==> src/include/dsicfg_pkg.sv <==
package dsicfg_pkg;
    // Register byte offsets
    localparam logic [5:0] OFF_CONFIG = 6'h00;
    localparam logic [5:0] OFF_INPUT  = 6'h04;
    localparam logic [5:0] OFF_ALT    = 6'h08;
    localparam logic [5:0] OFF_LAST   = 6'h0C;
    localparam logic [5:0] OFF_DESER  = 6'h10;
    localparam logic [5:0] OFF_TIMED  = 6'h14;
    localparam logic [5:0] OFF_ATTR   = 6'h18;
    localparam logic [5:0] OFF_CTRL   = 6'h1C;
    localparam logic [5:0] OFF_MASK   = 6'h20;
    localparam logic [5:0] OFF_POL    = 6'h24;

    // dsi_config fields
    localparam int CF_MTO      = 0;
    localparam int CF_FSZ_EXT  = 1;
    localparam int CF_MULTI_TRANSFER_COUNT   = 2;   // 6 bits
    localparam int CF_TSB      = 8;
    localparam int CF_TXSRC    = 9;
    localparam int CF_TRIGGER_EDGE_POLARITY     = 10;
    localparam int CF_TRIG_EN  = 11;
    localparam int CF_CHG_EN   = 12;
    localparam int CF_HOLD     = 13;
    localparam int CF_ATTR     = 14;  // 3 bits
    localparam int CF_MSTOP    = 17;
    localparam int CF_PSTOP    = 18;
    localparam int CF_PE       = 19;
    localparam int CF_PP       = 20;
    localparam int CF_CS       = 21;  // 6 bits

    // timed_bus_config fields
    localparam int TB_CNT      = 0;   // 5 bits
    localparam int TB_MIDZ     = 5;
    localparam int TB_STARTZ   = 6;
    localparam int TB_CS2      = 7;   // 6 bits
    localparam int TB_GAP      = 13;  // 8 bits, inter-frame delay in ticks

    // ctrl/status fields
    localparam int CT_RUN      = 0;
    localparam int CT_MASTER   = 1;
    localparam int CT_RUNNING  = 2;
    localparam int CT_MATCH    = 8;
    localparam int CT_PERR     = 9;

    localparam int FSZ_W       = 4;
    localparam int NUM_CS      = 6;
    localparam logic [2:0]  SLAVE_ATTR   = 3'h1;
    localparam logic [6:0]  EXT_ADD      = 7'h10;
    localparam logic [31:0] RST_ZERO     = 32'h0000_0000;
    localparam logic [31:0] RST_ATTR     = 32'h00FF_FFFF;
    localparam int unsigned SCK_HALF_DEF = 4;

    typedef enum logic [2:0] {
        DSI_IDLE = 3'b000,
        DSI_LEAD = 3'b001,
        DSI_LOW  = 3'b010,
        DSI_HIGH = 3'b011,
        DSI_GAP  = 3'b100
    } dsicfg_state_t;
endpackage

==> src/verilog/dsicfg_top.sv <==
// Contract
// Software leaves config alone while running
// Software avoids multi-transfer with timed bus
// Extension bit adds sixteen to frame size
// Multi-transfer clocks equal count plus one
// Timed bus: long frames, programmable gap
// Source select picks pin or alternate word
// Trigger polarity picks active trigger edge
// Trigger edges honoured only when enabled
// Changed word starts a frame when enabled
// Hold bit keeps chip selects after frame; the code ignores hold with the timed bus
// Attribute selector in master, one in slave
// Match flag stops frames when enabled
// Parity error stops frames when enabled
// Parity replaces last bit, checked on receive
// Chip-select bits assert their outputs
// Pin inputs captured every clock
// Alternate word applies at frame boundary
// Sent word copied at shift load
// Received word drives outputs, readable
// Timed bus frame carries count plus one bits
// Zero bits inserted at start and middle
// Second-part chip selects in timed bus
// Masked bit at polarity sets match flag
//
// The address map and the Wishbone register port are this design's own decisions.
`timescale 1ns/1ns
module dsicfg_top
    import dsicfg_pkg::*;
#(
    parameter int unsigned SCK_HALF = SCK_HALF_DEF
) (
    input  wire logic        clk_i,         // System clock
    input  wire logic        rst_i,         // Synchronous reset
    input  wire logic        cyc_i,         // Wishbone cycle
    input  wire logic        stb_i,         // Wishbone strobe
    input  wire logic        we_i,          // Wishbone write
    input  wire logic [5:0]  adr_i,         // Byte address
    input  wire logic [3:0]  sel_i,         // Byte enables
    input  wire logic [31:0] dat_i,         // Write data
    output logic      [31:0] dat_o,         // Read data
    output logic             ack_o,         // Wishbone ack
    input  wire logic [31:0] input_pin_word_i,  // Parallel inputs
    output logic      [31:0] output_pin_word_o, // Parallel outputs
    input  wire logic        hw_trigger_input_i, // Frame trigger pin
    output logic             sck_o,         // Serial clock, master
    input  wire logic        sck_i,         // Serial clock, slave
    input  wire logic        ss_n_i,        // Slave select, slave
    output logic             sout_o,        // Serial data out
    input  wire logic        sin_i,         // Serial data in
    output logic [NUM_CS-1:0] chip_select_n_o // Chip selects
);
    logic [31:0] config_ff, timed_ff, attr_ff, mask_ff, pol_ff;
    logic [31:0] alt_wr_ff, alt_word_ff, last_sent_ff, deser_ff;
    logic [31:0] pin_meta_ff, input_pin_word_ff;
    logic        run_ff, master_ff, running_ff;
    logic        match_ff, perr_ff;
    logic [2:0]  trig_sync_ff, sck_sync_ff, ss_sync_ff;
    logic        sin_meta_ff, sin_ff;
    dsicfg_state_t state_ff;
    logic [15:0] tick_cnt_ff;
    logic [7:0]  gap_cnt_ff;
    logic [6:0]  pos_ff, dcnt_ff, tot_ff, dlen_ff, mid_ff, split_ff;
    logic [31:0] tx_sh_ff, rx_sh_ff;
    logic        txpar_ff, rxpar_ff, cs_hold_ff;
    logic        ack_ff;

    function automatic logic [31:0] merge(input logic [31:0] old,
                                          input logic [31:0] wd,
                                          input logic [3:0]  be);
        logic [31:0] r;
        r = old;
        for (int i = 0; i < 4; i++) begin
            if (be[i]) begin
                r[i*8 +: 8] = wd[i*8 +: 8];
            end
        end
        return r;
    endfunction

    function automatic logic [31:0] low_mask(input logic [6:0] n);
        logic [31:0] m;
        m = 32'h0000_0000;
        for (int i = 0; i < 32; i++) begin
            if (7'(i) < n) begin
                m[i] = 1'b1;
            end
        end
        return m;
    endfunction

    // Config decode
    logic       timed_serial_bus, tx_src, trigger_edge_polarity, trig_en, chg_en, hold;
    logic       mstop, pstop, pe, pp, mto;
    logic [2:0] attr_sel;
    logic [FSZ_W-1:0] frame_size_field;
    logic [6:0] flen, mto_clks, tb_bits, zeros, tot_calc, mid_calc;
    logic [NUM_CS-1:0] cs1, cs2;
    logic       wr_ok;
    assign timed_serial_bus      = config_ff[CF_TSB];
    assign tx_src   = config_ff[CF_TXSRC];
    assign trigger_edge_polarity     = config_ff[CF_TRIGGER_EDGE_POLARITY];
    assign trig_en  = config_ff[CF_TRIG_EN];
    assign chg_en   = config_ff[CF_CHG_EN];
    assign hold     = config_ff[CF_HOLD];
    assign mstop    = config_ff[CF_MSTOP];
    assign pstop    = config_ff[CF_PSTOP];
    assign pe       = config_ff[CF_PE];
    assign pp       = config_ff[CF_PP];
    assign mto      = config_ff[CF_MTO];
    assign cs1      = config_ff[CF_CS +: NUM_CS];
    assign cs2      = timed_ff[TB_CS2 +: NUM_CS];
    assign attr_sel = master_ff ? config_ff[CF_ATTR +: 3] : SLAVE_ATTR;
    assign frame_size_field     = attr_ff[attr_sel*FSZ_W +: FSZ_W];
    assign flen     = 7'(frame_size_field) + 7'h01
                    + (config_ff[CF_FSZ_EXT] ? EXT_ADD : 7'h00);
    assign mto_clks = 7'(config_ff[CF_MULTI_TRANSFER_COUNT +: 6]) + 7'h01;
    assign tb_bits  = 7'(timed_ff[TB_CNT +: 5]) + 7'h01;
    assign zeros    = 7'(timed_ff[TB_STARTZ]) + 7'(timed_ff[TB_MIDZ]);
    // Timed bus ignores the multi-transfer count, and timed_ff is only
    // consulted when the timed bus is on
    assign tot_calc = timed_serial_bus ? tb_bits + zeros
                    : (mto ? mto_clks : flen);
    assign mid_calc = 7'(timed_ff[TB_STARTZ]) + 7'(frame_size_field) + 7'h01;

    // Serialization word
    logic [31:0] ser_word;
    assign ser_word = tx_src ? alt_word_ff : input_pin_word_ff;

    // Pin synchronisers
    always_ff @(posedge clk_i) begin
        pin_meta_ff       <= input_pin_word_i;
        input_pin_word_ff <= pin_meta_ff;
        trig_sync_ff      <= {trig_sync_ff[1:0], hw_trigger_input_i};
        sck_sync_ff       <= {sck_sync_ff[1:0], sck_i};
        ss_sync_ff        <= {ss_sync_ff[1:0], ss_n_i};
        sin_meta_ff       <= sin_i;
        sin_ff            <= sin_meta_ff;
    end

    logic trig_rise, trig_fall, trig_hit, chg_hit, sck_rise, sck_fall;
    logic ss_fall, ss_high;
    assign trig_rise = trig_sync_ff[1] & ~trig_sync_ff[2];
    assign trig_fall = ~trig_sync_ff[1] & trig_sync_ff[2];
    assign trig_hit  = trig_en & (trigger_edge_polarity ? trig_rise : trig_fall);
    assign chg_hit   = chg_en & (ser_word != last_sent_ff);
    assign sck_rise  = sck_sync_ff[1] & ~sck_sync_ff[2];
    assign sck_fall  = ~sck_sync_ff[1] & sck_sync_ff[2];
    assign ss_fall   = ~ss_sync_ff[1] & ss_sync_ff[2];
    assign ss_high   = ss_sync_ff[1];

    // Half-period tick for the master serial clock
    logic tick;
    assign tick = (tick_cnt_ff == 16'(SCK_HALF - 1));
    always_ff @(posedge clk_i) begin
        if (rst_i || state_ff == DSI_IDLE || tick) begin
            tick_cnt_ff <= 16'h0000;
        end else begin
            tick_cnt_ff <= tick_cnt_ff + 16'h0001;
        end
    end

    // Bit classification for the current position
    logic zero_bit, par_bit, data_bit, out_bit, last_pos, second_part;
    logic stop_req, start_req, smp_ev, adv_ev;
    assign zero_bit = timed_serial_bus && ((timed_ff[TB_STARTZ] && pos_ff == 7'h00)
                    || (timed_ff[TB_MIDZ] && pos_ff == mid_ff));
    assign data_bit = ~zero_bit;
    assign par_bit  = pe && (dcnt_ff == dlen_ff - 7'h01);
    // Parity bit makes the count of ones even (pp=0) or odd
    assign out_bit  = zero_bit ? 1'b0
                    : (par_bit ? (txpar_ff ^ pp) : tx_sh_ff[31]);
    assign last_pos = (pos_ff == tot_ff - 7'h01);
    assign second_part = timed_serial_bus && (dcnt_ff >= split_ff);
    assign stop_req = (mstop && match_ff)
                    || (pstop && perr_ff);
    assign start_req = running_ff && !stop_req
                     && (master_ff ? (trig_hit || chg_hit) : ss_fall);
    assign smp_ev = master_ff ? tick : sck_rise;
    assign adv_ev = master_ff ? tick : sck_fall;

    logic frame_done;
    assign frame_done = (state_ff == DSI_HIGH) && adv_ev && last_pos;

    // Frame sequencer
    always_ff @(posedge clk_i) begin
        if (rst_i) begin
            state_ff <= DSI_IDLE;
        end else begin
            case (state_ff)
                DSI_IDLE: begin
                    if (start_req) begin
                        state_ff <= master_ff ? DSI_LEAD : DSI_LOW;
                    end
                end
                DSI_LEAD: begin
                    if (tick) begin
                        state_ff <= DSI_LOW;
                    end
                end
                DSI_LOW: begin
                    if (!master_ff && ss_high) begin
                        state_ff <= DSI_IDLE;
                    end else if (smp_ev) begin
                        state_ff <= DSI_HIGH;
                    end
                end
                DSI_HIGH: begin
                    if (!master_ff && ss_high) begin
                        state_ff <= DSI_IDLE;
                    end else if (adv_ev) begin
                        state_ff <= last_pos ? DSI_GAP : DSI_LOW;
                    end
                end
                DSI_GAP: begin
                    if (!master_ff || (tick && gap_cnt_ff == 8'h00)) begin
                        state_ff <= DSI_IDLE;
                    end
                end
                default: state_ff <= DSI_IDLE;
            endcase
        end
    end

    // Inter-frame delay, programmable only with the timed bus
    always_ff @(posedge clk_i) begin
        if (rst_i) begin
            gap_cnt_ff <= 8'h00;
        end else if (frame_done) begin
            gap_cnt_ff <= timed_serial_bus ? timed_ff[TB_GAP +: 8] : 8'h00;
        end else if (state_ff == DSI_GAP && tick && gap_cnt_ff != 8'h00) begin
            gap_cnt_ff <= gap_cnt_ff - 8'h01;
        end
    end

    // Shift datapath
    always_ff @(posedge clk_i) begin
        if (rst_i) begin
            pos_ff   <= 7'h00;
            dcnt_ff  <= 7'h00;
            tot_ff   <= 7'h01;
            dlen_ff  <= 7'h01;
            mid_ff   <= 7'h00;
            split_ff <= 7'h00;
            tx_sh_ff <= RST_ZERO;
            rx_sh_ff <= RST_ZERO;
            txpar_ff <= 1'b0;
            rxpar_ff <= 1'b0;
        end else if (state_ff == DSI_IDLE && start_req) begin
            pos_ff   <= 7'h00;
            dcnt_ff  <= 7'h00;
            tot_ff   <= tot_calc;
            dlen_ff  <= timed_serial_bus ? tb_bits : flen;
            mid_ff   <= mid_calc;
            split_ff <= 7'(frame_size_field) + 7'h01;
            // Left-align so the frame's top bit leaves first
            tx_sh_ff <= ser_word << (7'h20 - (timed_serial_bus ? tb_bits : flen));
            rx_sh_ff <= RST_ZERO;
            txpar_ff <= 1'b0;
            rxpar_ff <= 1'b0;
        end else if (state_ff == DSI_LOW && smp_ev && data_bit) begin
            rx_sh_ff <= {rx_sh_ff[30:0], sin_ff};
            if (dcnt_ff < dlen_ff) begin
                rxpar_ff <= rxpar_ff ^ sin_ff;
            end
        end else if (state_ff == DSI_HIGH && adv_ev) begin
            pos_ff <= pos_ff + 7'h01;
            if (data_bit) begin
                tx_sh_ff <= {tx_sh_ff[30:0], 1'b0};
                txpar_ff <= txpar_ff ^ tx_sh_ff[31];
                dcnt_ff  <= dcnt_ff + 7'h01;
            end
        end
    end

    // Frame results: received word, parity check, match detection
    logic [31:0] rx_word;
    logic        perr_ev, match_ev;
    assign rx_word  = rx_sh_ff & low_mask(dlen_ff);
    assign perr_ev  = frame_done && pe && (rxpar_ff ^ pp);
    assign match_ev = frame_done
                    && |(mask_ff & ~(rx_word ^ pol_ff));

    always_ff @(posedge clk_i) begin
        if (rst_i) begin
            deser_ff <= RST_ZERO;
        end else if (frame_done) begin
            deser_ff <= rx_word;
        end
    end

    always_ff @(posedge clk_i) begin
        if (rst_i) begin
            last_sent_ff <= RST_ZERO;
        end else if (state_ff == DSI_IDLE && start_req) begin
            last_sent_ff <= ser_word;
        end
    end

    // Alternate word only reaches the serializer between frames
    always_ff @(posedge clk_i) begin
        if (rst_i) begin
            alt_word_ff <= RST_ZERO;
        end else if (state_ff == DSI_IDLE) begin
            alt_word_ff <= alt_wr_ff;
        end
    end

    // Running state changes only outside a frame
    always_ff @(posedge clk_i) begin
        if (rst_i) begin
            running_ff <= 1'b0;
        end else if (state_ff == DSI_IDLE) begin
            running_ff <= run_ff;
        end
    end

    // Serial outputs and chip selects
    always_ff @(posedge clk_i) begin
        if (rst_i) begin
            sck_o           <= 1'b0;
            sout_o          <= 1'b0;
            chip_select_n_o <= {NUM_CS{1'b1}};
            cs_hold_ff      <= 1'b0;
        end else begin
            sck_o  <= master_ff && state_ff == DSI_HIGH;
            sout_o <= (state_ff == DSI_LOW || state_ff == DSI_HIGH)
                    ? out_bit : 1'b0;
            if (frame_done) begin
                cs_hold_ff <= master_ff && hold && !timed_serial_bus;
            end else if (state_ff == DSI_IDLE && !hold) begin
                cs_hold_ff <= 1'b0;
            end
            if (!master_ff) begin
                chip_select_n_o <= {NUM_CS{1'b1}};
            end else if (state_ff == DSI_LEAD || state_ff == DSI_LOW
                         || state_ff == DSI_HIGH) begin
                chip_select_n_o <= second_part ? ~cs2 : ~cs1;
            end else if (cs_hold_ff) begin
                chip_select_n_o <= ~cs1;
            end else begin
                chip_select_n_o <= {NUM_CS{1'b1}};
            end
        end
    end

    assign output_pin_word_o = deser_ff;

    // Wishbone slave: ack one cycle after the request, write at ack edge
    assign wr_ok = cyc_i && stb_i && we_i && ack_ff;

    always_ff @(posedge clk_i) begin
        if (rst_i) begin
            ack_ff <= 1'b0;
            dat_o  <= RST_ZERO;
        end else begin
            ack_ff <= cyc_i && stb_i && !ack_ff;
            case (adr_i)
                OFF_CONFIG: dat_o <= config_ff;
                OFF_INPUT:  dat_o <= input_pin_word_ff;
                OFF_ALT:    dat_o <= alt_wr_ff;
                OFF_LAST:   dat_o <= last_sent_ff;
                OFF_DESER:  dat_o <= deser_ff;
                OFF_TIMED:  dat_o <= timed_ff;
                OFF_ATTR:   dat_o <= attr_ff;
                OFF_CTRL:   dat_o <= {22'h0, perr_ff, match_ff, 5'h00,
                                      running_ff, master_ff, run_ff};
                OFF_MASK:   dat_o <= mask_ff;
                OFF_POL:    dat_o <= pol_ff;
                default:    dat_o <= RST_ZERO;
            endcase
        end
    end
    assign ack_o = ack_ff;

    // Software-written registers; config must be stable while running
    always_ff @(posedge clk_i) begin
        if (rst_i) begin
            config_ff <= RST_ZERO;
            timed_ff  <= RST_ZERO;
            alt_wr_ff <= RST_ZERO;
            attr_ff   <= RST_ATTR;
            mask_ff   <= RST_ZERO;
            pol_ff    <= RST_ZERO;
            run_ff    <= 1'b0;
            master_ff <= 1'b1;
        end else if (wr_ok) begin
            case (adr_i)
                OFF_CONFIG: config_ff <= merge(config_ff, dat_i, sel_i);
                OFF_TIMED:  timed_ff  <= merge(timed_ff, dat_i, sel_i);
                OFF_ALT:    alt_wr_ff <= merge(alt_wr_ff, dat_i, sel_i);
                OFF_ATTR:   attr_ff   <= merge(attr_ff, dat_i, sel_i);
                OFF_MASK:   mask_ff   <= merge(mask_ff, dat_i, sel_i);
                OFF_POL:    pol_ff    <= merge(pol_ff, dat_i, sel_i);
                OFF_CTRL: begin
                    if (sel_i[0]) begin
                        run_ff    <= dat_i[CT_RUN];
                        master_ff <= dat_i[CT_MASTER];
                    end
                end
                default: ;
            endcase
        end
    end

    // Sticky flags: a new event wins over a write-one clear
    logic clr_match, clr_perr;
    assign clr_match = wr_ok && adr_i == OFF_CTRL && sel_i[1]
                     && dat_i[CT_MATCH];
    assign clr_perr  = wr_ok && adr_i == OFF_CTRL && sel_i[1]
                     && dat_i[CT_PERR];
    always_ff @(posedge clk_i) begin
        if (rst_i) begin
            match_ff <= 1'b0;
            perr_ff  <= 1'b0;
        end else begin
            match_ff <= match_ev || (match_ff && !clr_match);
            perr_ff  <= perr_ev || (perr_ff && !clr_perr);
        end
    end
endmodule

==> config.mk <==
export PLATFORM = sky130hd
export DESIGN_NAME = dsicfg_top
export DESIGN_NICKNAME = d
export VERILOG_FILES = /design/src/include/dsicfg_pkg.sv /design/src/verilog/dsicfg_top.sv
export SDC_FILE = /design/constraint.sdc
export NUM_CORES = 1
export LEC_CHECK = 0
export BUFFER_PORTS_ARGS = -buffer_cell sky130_fd_sc_hd__buf_4
export CAP_MARGIN = 20
export CELL_PAD_IN_SITES_DETAIL_PLACEMENT = 0
export CELL_PAD_IN_SITES_GLOBAL_PLACEMENT = 1
export CORE_MARGIN = 2
export CORE_UTILIZATION = 30
export DETAILED_ROUTE_END_ITERATION = 10
export HOLD_SLACK_MARGIN = 0.05
export PLACE_DENSITY = 0.56
export SYNTH_ARGS = -nofsm -noshare
export SYNTH_HDL_FRONTEND = slang
export SYNTH_SLANG_ARGS = --single-unit
==> constraint.sdc <==
create_clock -name clk_i -period 11.75 [get_ports clk_i]
set_clock_uncertainty 0.15 [all_clocks]
set_input_delay 1.7625 -clock clk_i [delete_from_list [all_inputs] [get_ports clk_i]]
set_output_delay 1.7625 -clock clk_i [all_outputs]
set_load 0.1 [all_outputs]
==> flow_summary_export.csv, run 1 <==
group,metric,value,unit
power,p_leak,10.48,nW
synth,synth_cells,3069,
power,combPwrFrac,6.2,%
setup_path,arrival,6.01,ns
die,io_pins,156,
routing,ant_nets,0,
grt,grt_pass1_wl,158.8,mm
routing,post-route-drc-count,0,
cts,cts_buffer_depth,3,
synth,syn_area,25880,sq um
flow_run,cap_violations,0,
sta,fin_setup_tns,0,ns
placed_design,placedCellCount,4181,
synth,netlist_top_cells_area,"dfxtp_1 42%, nand2_1 6.8%, a21oi_1 6.6%, mux2i_1 5.8%, nand3_1 4.5%",
synth,ys_seq_elements,540,
cts,clock_latency,0.64,ns
synth,synth_top_family_by_area,"simple AND/OR/NAND/NOR gates",
status,status,"finished, final reports clean",
cts,cts_tree,"done",
cts,htree_levels,3,
power,power.share.switching,26.16,%
synth,synthMuxAreaShare,11.26,%
placed_design,dpl.hpwl,80.15,mm
layout,final_cells,4305,
setup_path,required,12.14,ns
routing,wl_per_cell,25.39,um
power,clockPowerShare,49.9,%
sta,worstMarginPinSlew,1.094,ns
grt,grt_max_degree,94,
layout,stdcell_area,30200,sq um
cts,root_buffer,"clkbuf_16",
routing,met2RoutedLength,51.37,mm
hold_path,worstHoldStart,"pin_meta_ff[28]",
grt,grt.total_usage,23.89,%
synth,synth-async-reset-ratio,0,%
sta,slew_headroom,27.09,%
synth,synth_xor_xnor_area_share,4.429,%
routing,wl,109.3,mm
sta,setup_viol_count_final,0,
synth,synth-compound-area-share,17.10,%
sta,rsz0062_at_grt,"false",
grt,overflow,0,
synth,avgSynthCellArea,8.433,sq um
sta,fin_crit,5.627,ns
sta,fin_crit_sh,47.89,%
grt,antenna_found_initial,3,
power,internal_power,3.140,mW
power,max-vdd-ir-drop,0.00009610,V
sta,final_max_slew_viol_count,0,
placed_design,post_dp_cell_area,27950,sq um
hold_path,hp-class,"reg -> reg",
layout,antenna_cells,0,
routing,maxUsedRoutingLayer,"met4",
die,dieArea,88630,sq um
sta,final_hold_viol_count,0,
synth,synth_top_area_share,41.77,%
synth,yosys.area_share.simple,19.81,%
routing,num_vias,23708,
setup_path,crit_type,"reg -> reg",
die,die_x,297.7,um
layout,nFillCells,8873,
synth,yosys.area.top_type,"dfxtp_1",
die,floorplan.initialDensity,30.35,%
placed_design,routabilityCongestion,0.9170,
synth,synth_cell_types,87,
die,core_area,85280,sq um
layout,fin_util,35.41,%
power,seq_power_share,43.9,%
setup_path,r2r-start,"master_ff",
layout,area_growth,16.69,%
power,p_sw,1.113,mW
setup_path,critPathLaunchType,"register",
layout,drive_gt1_share,13.10,%
die,rows,107,
routing,drt_iter0_drc,2122,
cts,post-cts-setup-buffers,0,
cts,cts_hold_buffers,0,
synth,yosysWarnings,0,
cts,numClockSinks,540,
routing,dr_wl_met3,6.340,mm
sta,max_freq,0.1777,GHz
routing,dr.pass1.iters,5,
setup_path,path_max_fanout,33,
die,die_h,297.7,um
cts,path_clk_slew,0.06,ns
setup_path,crit_path_start,"master_ff",
setup_path,crit_path_end_kind,"register",
cts,numCtsBuffers,68,
routing,wl_met1,47.23,mm
cts,cts_resized,0,
placed_design,io_buffers,155,
synth,yosysSeqAreaShare,41.77,%
synth,synth-edff-count,0,
sta,hold_ws,0.1687,ns
synth,syn_nets,3181,
power,power.density,140.8,nW/um^2
grt,grt_pass1_vias,22999,
layout,finalNetCount,3221,
synth,synthFlopType,"dfxtp_1",
routing,viasPerCell,5.507,
synth,synthAdderAreaFrac,1.470,%
==> path summary, 6_finish.rpt <==
check / to / slack [ns] / cells past startpoint
setup reg to reg: tx_sh_ff[15] / 6.12 / 11
hold / removal: input_pin_word_ff[28] / 0.17 / 0
setup / recovery: tx_sh_ff[15] / 6.12 / 11
hold reg to reg: input_pin_word_ff[28] / 0.17 / 0
==> per-layer routing <==
| layer | global-route usage [%] | vias to the layer above |
|---|---|---|
| li1 | - | 11003 |
| met1 | 31.67 | 11703 |
| met2 | 39.33 | 833 |
| met3 | 3.194 | 169 |
| met4 | 9.271 | 0 |
| met5 | 0 | - |
==> logic make-up (layout without fill, tap and decap cells) <==
group / after synthesis / count (layout)
xor gates and xnor gates: 130 / 130
AOI/OAI and AO/OA: 708 / 708
DFF: 540 / 540
and+or+nand+nor: 1161 / 1161
buffers and inverters: 268 / 360
adders and majority gates: 30 / 30
muxes: 232 / 232
==> worst max-delay path: stages (launching register included) <==
cell and delay, ns:
dfxtp_1 1.03, inv_1 0.45, o21bai_1 0.29, a31o_1 0.49
o21ai_4 0.25, inv_4 0.46, ha_1 0.63, inv_2 0.61
mux4_2 0.63, mux2i_1 0.23, a21oi_1 0.10, nor3_1 0.18
==> registers in the layout, indices dropped and copies added, names as in the netlist, 5 cells and up <==
signal,flops
split_ff,5
tx_sh_ff,32
pin_meta_ff,32
tick_cnt_ff,16
output_pin_word_o,32
chip_select_n_o,6
config_ff,32
timed_ff,32
pol_ff,32
gap_cnt_ff,8
mid_ff,5
alt_wr_ff,32
attr_ff,32
dat_o,32
pos_ff,7
input_pin_word_ff,32
alt_word_ff,32
dcnt_ff,7
dlen_ff,6
last_sent_ff,32
tot_ff,7
rx_sh_ff,32
mask_ff,32
==> cell usage in the layout, fill, tap and decap left out, types with 22 or more instances in the layout <==
cell type  netlist  layout
dfxtp_1        540     539
nand2_1        469     468
a21oi_1        339     338
nor2_1         266     264
nand3_1        233     233
buf_4            2     193
mux2i_1        151     151
xnor2_1         76      75
a22oi_1         72      72
clkbuf_16        0      69
o21ai_0         67      67
xor2_1          53      53
a211oi_1        52      52
nor3_1          46      43
mux4_2          42      42
inv_1           36      36
mux2_2          34      34
nand2b_1        28      28
ha_1            28      28
o22ai_1         22      22
nor4_1          25      22
o211ai_1        22      22
==> Yosys cell counts, drive strengths merged (52+ instances only) <==
library cell and n:
mux2i 151, a21oi 339, xnor2 76, a22oi 72, nand3 233, nor2 266
dfxtp 540, a211oi 52, o21ai 81, xor2 54, clkbuf 182, nand2 470
==> power by group through the flow <==
stage | Combinational [mW] | Sequential, mW | Clock [mW]
floorplan | 0.138 | 1.90 | 0
global placement | 0.264 | 1.91 | 0
detailed placement | 0.264 | 1.91 | 0
CTS | 0.265 | 1.87 | 2.17
global route | 0.279 | 1.87 | 2.24
finish | 0.266 | 1.87 | 2.12
==> layout make-up <==
class / instances / area (sq um) / area share (%)
Multi-Input combinational cell: 2261 / 14070 / 46.60
Sequential cell: 540 / 10810 / 35.80
Clock buffer: 95 / 1914 / 6.339
Timing Repair Buffer: 197 / 1494 / 4.947
Tap cell: 1144 / 1431 / 4.740
Clock inverter: 27 / 319.1 / 1.056
Inverter: 41 / 156.4 / 0.5179
==> per-stage QoR <==
stage | setup slack (ns) | power [mW]
after detailed placement | 6.228 | 2.170
after floorplan | 7.857 | 2.034
after global routing | 5.668 | 4.387
final | 6.123 | 4.253
after CTS | 6.185 | 4.299
after global placement | 6.286 | 2.170
No activity file was read; power rests on OpenSTA's default activity.
==> run 2, diff against run 1 <==
clock period = 5.44 ns   (was 11.75 ns; I/O delays follow)
==> run 2 against run 1 <==
  * Maximum frequency up 15%
  * Final cell count rose by 0.70%
  * Worst setup slack got worse by 5.6 ns
  * Register-to-register slack got worse by 5.6 ns
  * Hold slack worse by 0.024 ns
  * Cell area up 1.0%
  * First-iteration DRC count rose by 9.5%
  * Utilization increased by 0.36 points
  * Sequential cell count unchanged
  * Highest routed layer unchanged
==> flow_summary_export.csv, run 2 (same netlist as run 1, synthesis figures left out) <==
group,metric,value,unit
status,status,"finished, final reports clean",
routing,wl,109.4,mm
layout,finalNetCount,3252,
power,combPwrFrac,6.3,%
layout,regArea,10810,sq um
die,die_x,297.7,um
cts,post-cts-setup-buffers,0,
power,clockPowerShare,50.6,%
cts,clock_latency,0.63,ns
grt,antenna_found_initial,0,
sta,final_max_slew_viol_count,0,
setup_path,crit_type,"reg -> reg",
sta,fin_crit,4.881,ns
layout,nFillCells,8860,
routing,wl_per_cell,25.23,um
setup_path,crit_path_end_kind,"register",
layout,final_cell_mix,"539 x dfxtp_1, 468 x nand2_1, 338 x a21oi_1",
grt,grt.total_usage,23.98,%
die,rows,107,
placed_design,io_buffers,155,
cts,cts_tree,"done",
sta,rsz0062_at_grt,"false",
flow_run,cap_violations,0,
hold_path,whs_endpoint,"pin_meta_ff[29]",
setup_path,ff2ff_path_depth,13,
sta,setup_viol_count_final,0,
setup_path,path_max_fanout,21,
cts,root_buffer,"clkbuf_16",
routing,num_vias,23670,
layout,drive_gt1_share,13.85,%
die,die_h,297.7,um
setup_path,rrSetupSlack,0.56,ns
power,seq_power_share,43.1,%
routing,ant_nets,0,
sta,hold_ws,0.1447,ns
setup_path,critPathLaunchType,"register",
sta,max_freq,0.2049,GHz
die,core_area,85280,sq um
sta,fin_crit_sh,89.72,%
cts,htree_levels,3,
sta,worstMarginPinSlew,1.228,ns
sta,fin_setup_tns,0,ns
layout,multiInputGateArea,14070,sq um
sta,final_hold_viol_count,0,
power,power.density,306.5,nW/um^2
cts,path_clk_slew,0.06,ns
routing,dr.pass1.iters,6,
power,power.share.switching,24.88,%
placed_design,routabilityCongestion,0.8935,
placed_design,dpl.hpwl,81.01,mm
hold_path,hold_depth,1,
routing,viasPerCell,5.460,
power,p_sw,2.326,mW
cts,numCtsBuffers,68,
grt,overflow,0,
power,internal_power,7.024,mW
sta,slew_headroom,17.41,%
setup_path,required,5.76,ns
setup_path,r2r-start,"master_ff",
cts,numClockSinks,540,
grt,grt_max_degree,87,
setup_path,r2r-end,"tx_sh_ff[19]",
die,floorplan.initialDensity,30.35,%
layout,antenna_cells,0,
cts,cts_hold_buffers,0,
layout,area_growth,17.89,%
routing,drt_iter0_drc,2324,
routing,post-route-drc-count,0,
hold_path,worstHoldStart,"input_pin_word_i[29]",
power,p_leak,10.71,nW
cts,cts_resized,0,
die,io_pins,156,
die,dieArea,88630,sq um
layout,layout_commonest_cell,"dfxtp_1",
power,max-vdd-ir-drop,0.0002140,V
cts,cts_buffer_depth,3,
setup_path,arrival,5.21,ns
grt,grt_pass1_wl,158.2,mm
hold_path,hp-class,"in -> reg",
grt,grt_pass1_vias,23100,
-- run 2: cell types whose count changed in the layout (fill, tap and decap cells not counted) --
cell	before	now
buf_4	193	225
buf_6	2	0
bufinv_16	3	6
clkbuf_16	69	71
clkbuf_8	9	14
clkinv_16	1	0
clkinv_2	8	9
clkinv_8	2	0
clkinvlp_4	8	0
dlymetal6s2s_1	0	1
inv_6	2	1
nor2b_1	8	9
nor2b_2	3	2
-- run 2: area by class of cell --
| cell class | count | area share (%) |
|---|---|---|
| multi-input combinational | 2261 | 46.12 |
| timing repair buffer | 228 | 5.651 |
| clock buffer | 102 | 6.664 |
| tap | 1144 | 4.691 |
| clock inverter | 19 | 0.9268 |
| sequential | 540 | 35.44 |
| inverter | 41 | 0.5126 |
-- run 2: metal layers --
metal  track usage (%)  vias up  routed length [um]
met1             31.30    11592               46910
met5                 0        -                   0
met3             4.047      171                6957
met4             9.885        0                4416
met2             39.15      859               51070
li1                  -    11048                   -
-- run 2: worst max-delay path by stage --
| stage | cells after the start | end | start | slack (ns) |
|---|---|---|---|---|
| after global routing | 13 | tx_sh_ff[19] | master_ff | 0.19 |
| after detailed placement | 13 | tx_sh_ff[19] | master_ff | 0.63 |
| after global placement | 13 | tx_sh_ff[21] | master_ff | 0.71 |
| after CTS | 13 | tx_sh_ff[19] | master_ff | 0.60 |
| after floorplan | 19 | tx_sh_ff[21] | config_ff[14] | 1.55 |
| final | 13 | tx_sh_ff[19] | master_ff | 0.56 |
-- run 2: power by group through the flow --
stage / Sequential, mW / Combinational, mW / Clock, mW
final: 4.03 / 0.590 / 4.73
after global routing: 4.03 / 0.618 / 5.02
after CTS: 4.03 / 0.587 / 4.85
after detailed placement: 4.11 / 0.585 / 0
after global placement: 4.11 / 0.587 / 0
after floorplan: 4.09 / 0.298 / 0
-- run 2: critical path, cell delays in order, from the launching register on --
cell and delay, ns:
dfxtp_1 0.66, nand2b_1 0.10, mux4_2 0.47, a32o_1 0.33, ha_1 0.36, mux2i_1 0.37
ha_1 0.38, inv_1 0.13, nand3_1 0.23, nand2_2 0.40, mux4_2 0.47, nor2_1 0.05
a2111oi_0 0.52, nor3_1 0.11
-- run 2: per-stage QoR --
stage               util [%]  worst slack [ns]  cell area (sq um)  power [mW]  cells
floorplan                  -             1.547              25880       4.393   3069
global placement       33.04            0.7056              28170       4.700   4212
detailed placement     33.04            0.6350              28170       4.698   4212
CTS                    35.75            0.5969              30490       9.462   4333
global route           35.78            0.1940              30510       9.668   4335
finish                 35.78            0.5590              30510       9.350   4335
==> run 3, diff against run 2 <==
ABC_CLOCK_PERIOD_IN_PS = 5440   (was default)
CORE_UTILIZATION = 47   (was 30)
PLACE_DENSITY = 0.81   (was 0.56)
==> run 3 against run 2 <==
  * Critical path type unchanged
  * Hold slack got worse by 0.011 ns
  * Critical path depth unchanged
  * Sequential power about the same
==> flow_summary_export.csv, run 3 (same netlist as run 1, synthesis figures left out) <==
group,metric,value,unit
layout,fin_util,54.06,%
grt,grt.total_usage,33.51,%
power,power,8.745,mW
power,combPwrFrac,6.6,%
setup_path,critical_path.top_delay_family,"multiplexers",
power,power.density,295.3,nW/um^2
cts,cts_buffer_depth,3,
placed_design,dpl.hpwl,71.39,mm
setup_path,crit_path_end_kind,"register",
sta,max_freq,0.2026,GHz
sta,fin_ws,0.5039,ns
grt,antenna_found_initial,2,
routing,dr.pass1.iters,7,
layout,stdcell_area,29610,sq um
placed_design,routabilityCongestion,0.9620,
routing,num_vias,24054,
flow_run,cap_violations,0,
setup_path,crit_path_start,"master_ff",
routing,ant_nets,0,
sta,worstMarginPinSlew,1.168,ns
sta,rsz0062_at_grt,"false",
layout,final_cell_mix,"538 x dfxtp_1, 468 x nand2_1, 338 x a21oi_1",
placed_design,place_ws,0.5232,ns
setup_path,required,5.78,ns
cts,path_clk_slew,0.07,ns
placed_design,post_dp_cell_area,27600,sq um
setup_path,slowest_stage,"dfxtp_1",
routing,post-route-drc-count,0,
setup_path,cp.buffers_inverters,1,
power,power.share.switching,24.77,%
setup_path,r2r-start,"master_ff",
die,rows,86,
routing,drt_iter0_drc,2648,
layout,drive_gt1_share,13.49,%
placed_design,io_buffers,155,
setup_path,rrSetupSlack,0.50,ns
die,floorplan.initialDensity,47.25,%
setup_path,slowest_delay,0.71,ns
setup_path,critical_path_depth,13,
power,internal_power,6.579,mW
setup_path,ff2ff_path_depth,13,
grt,grt_pass1_wl,143.8,mm
die,io_pins,156,
hold_path,worstHoldStart,"sin_i",
die,die_x,238.7,um
power,max-vdd-ir-drop,0.0002812,V
grt,overflow,0,
sta,slew_headroom,22.15,%
die,core_area,54770,sq um
sta,hold_ws,0.1338,ns
routing,viasPerCell,6.214,
power,p_sw,2.166,mW
power,p_leak,10.51,nW
cts,root_buffer,"clkbuf_16",
die,dieArea,56960,sq um
setup_path,critPathLaunchType,"register",
setup_path,crit_type,"reg -> reg",
setup_path,crit_path_cell_trace,"nand2b_1 -> mux4_2 -> a32o_1 -> ha_1 -> mux2i_1 -> ha_1 -> inv_1 -> nand3_1 -> nand2_2 -> mux4_2 -> nor2_1 -> a2111oi_0 -> nor3_1",
cts,numCtsBuffers,58,
grt,grt_pass1_vias,22397,
layout,layout_commonest_cell,"dfxtp_1",
sta,fin_setup_tns,0,ns
die,die_h,238.7,um
sta,fin_crit,4.936,ns
cts,numClockSinks,540,
power,clockPowerShare,47.4,%
cts,htree_levels,2,
sta,final_hold_viol_count,0,
routing,wl_per_cell,25.19,um
cts,cts_hold_buffers,0,
sta,final_max_slew_viol_count,0,
setup_path,path_max_fanout,21,
setup_path,r2r-end,"tx_sh_ff[19]",
layout,area_growth,14.41,%
setup_path,endpoint,"tx_sh_ff[19]",
power,seq_power_share,46.0,%
placed_design,placedCellCount,3764,
layout,final_cells,3871,
setup_path,arrival,5.27,ns
sta,setup_viol_count_final,0,
routing,wl,97.52,mm
cts,clock_latency,0.64,ns
grt,grt_max_degree,178,
layout,finalNetCount,3232,
hold_path,hp-class,"in -> reg",
sta,fin_crit_sh,90.74,%
cts,cts_tree,"done",
status,status,"finished, final reports clean",
-- run 3: cell count changes in the layout (fill, tap and decap cells not counted), moves of 2 or more --
| cell | change |
|---|---|
| buf_12 | +3 |
| buf_4 | -11 |
| clkbuf_1 | -10 |
| clkbuf_16 | -11 |
| clkbuf_8 | -4 |
| clkinv_2 | +5 |
| clkinv_4 | +2 |
| clkinvlp_4 | +4 |
| diode_2 | +2 |
| inv_16 | -2 |
-- run 3: final cells by class --
cell class / instances / area, sq um
inverters: 41 / 156.4
flip-flops and latches: 540 / 10810
well taps: 704 / 880.8
clock inverters: 28 / 336.6
repair buffers: 218 / 1682
fillers: 5149 / 25160
multi-input cells: 2261 / 14070
clock buffers: 77 / 1665
diodes: 2 / 5.005
-- run 3: power groups by stage --
stage,clock network (mW),logic [mW],registers [mW]
finish,4.15,0.575,4.02
global route,4.35,0.593,4.03
CTS,4.19,0.562,4.02
detailed placement,0,0.560,4.11
global placement,0,0.558,4.11
floorplan,0,0.298,4.09
-- run 3: worst min path at each step --
stage                            endpoint  slack, ns  cells after the start
finish                        sin_meta_ff       0.13                      1
global route                  sin_meta_ff       0.12                      1
CTS                           sin_meta_ff       0.11                      1
detailed placement  input_pin_word_ff[31]       0.16                      0
global placement     input_pin_word_ff[5]       0.16                      0
floorplan            input_pin_word_ff[0]       0.16                      0
-- run 3: worst reg2reg max path, stage by stage (launching register included) --
cell and delay [ns]:
dfxtp_1 0.71, nand2b_1 0.12, mux4_2 0.48, a32o_1 0.34
ha_1 0.37, mux2i_1 0.36, ha_1 0.38, inv_1 0.14
nand3_1 0.23, nand2_2 0.38, mux4_2 0.49, nor2_1 0.05
a2111oi_0 0.48, nor3_1 0.12
-- run 3: per-layer routing --
| layer | up-vias | part of all wire (%) | GRT usage, % |
|---|---|---|---|
| li1 | 11018 | - | - |
| met1 | 11690 | 42 | 45.36 |
| met2 | 1129 | 46 | 53.29 |
| met3 | 213 | 8.0 | 5.035 |
| met4 | 4 | 4.5 | 14.32 |
| met5 | - | 0.053 | 0 |
-- run 3: repair_timing --
item | in CTS | in global routing
resized for setup | 0 | 1
buffers inserted | 0 | 0
endpoints found under the setup margin | 0 | 1
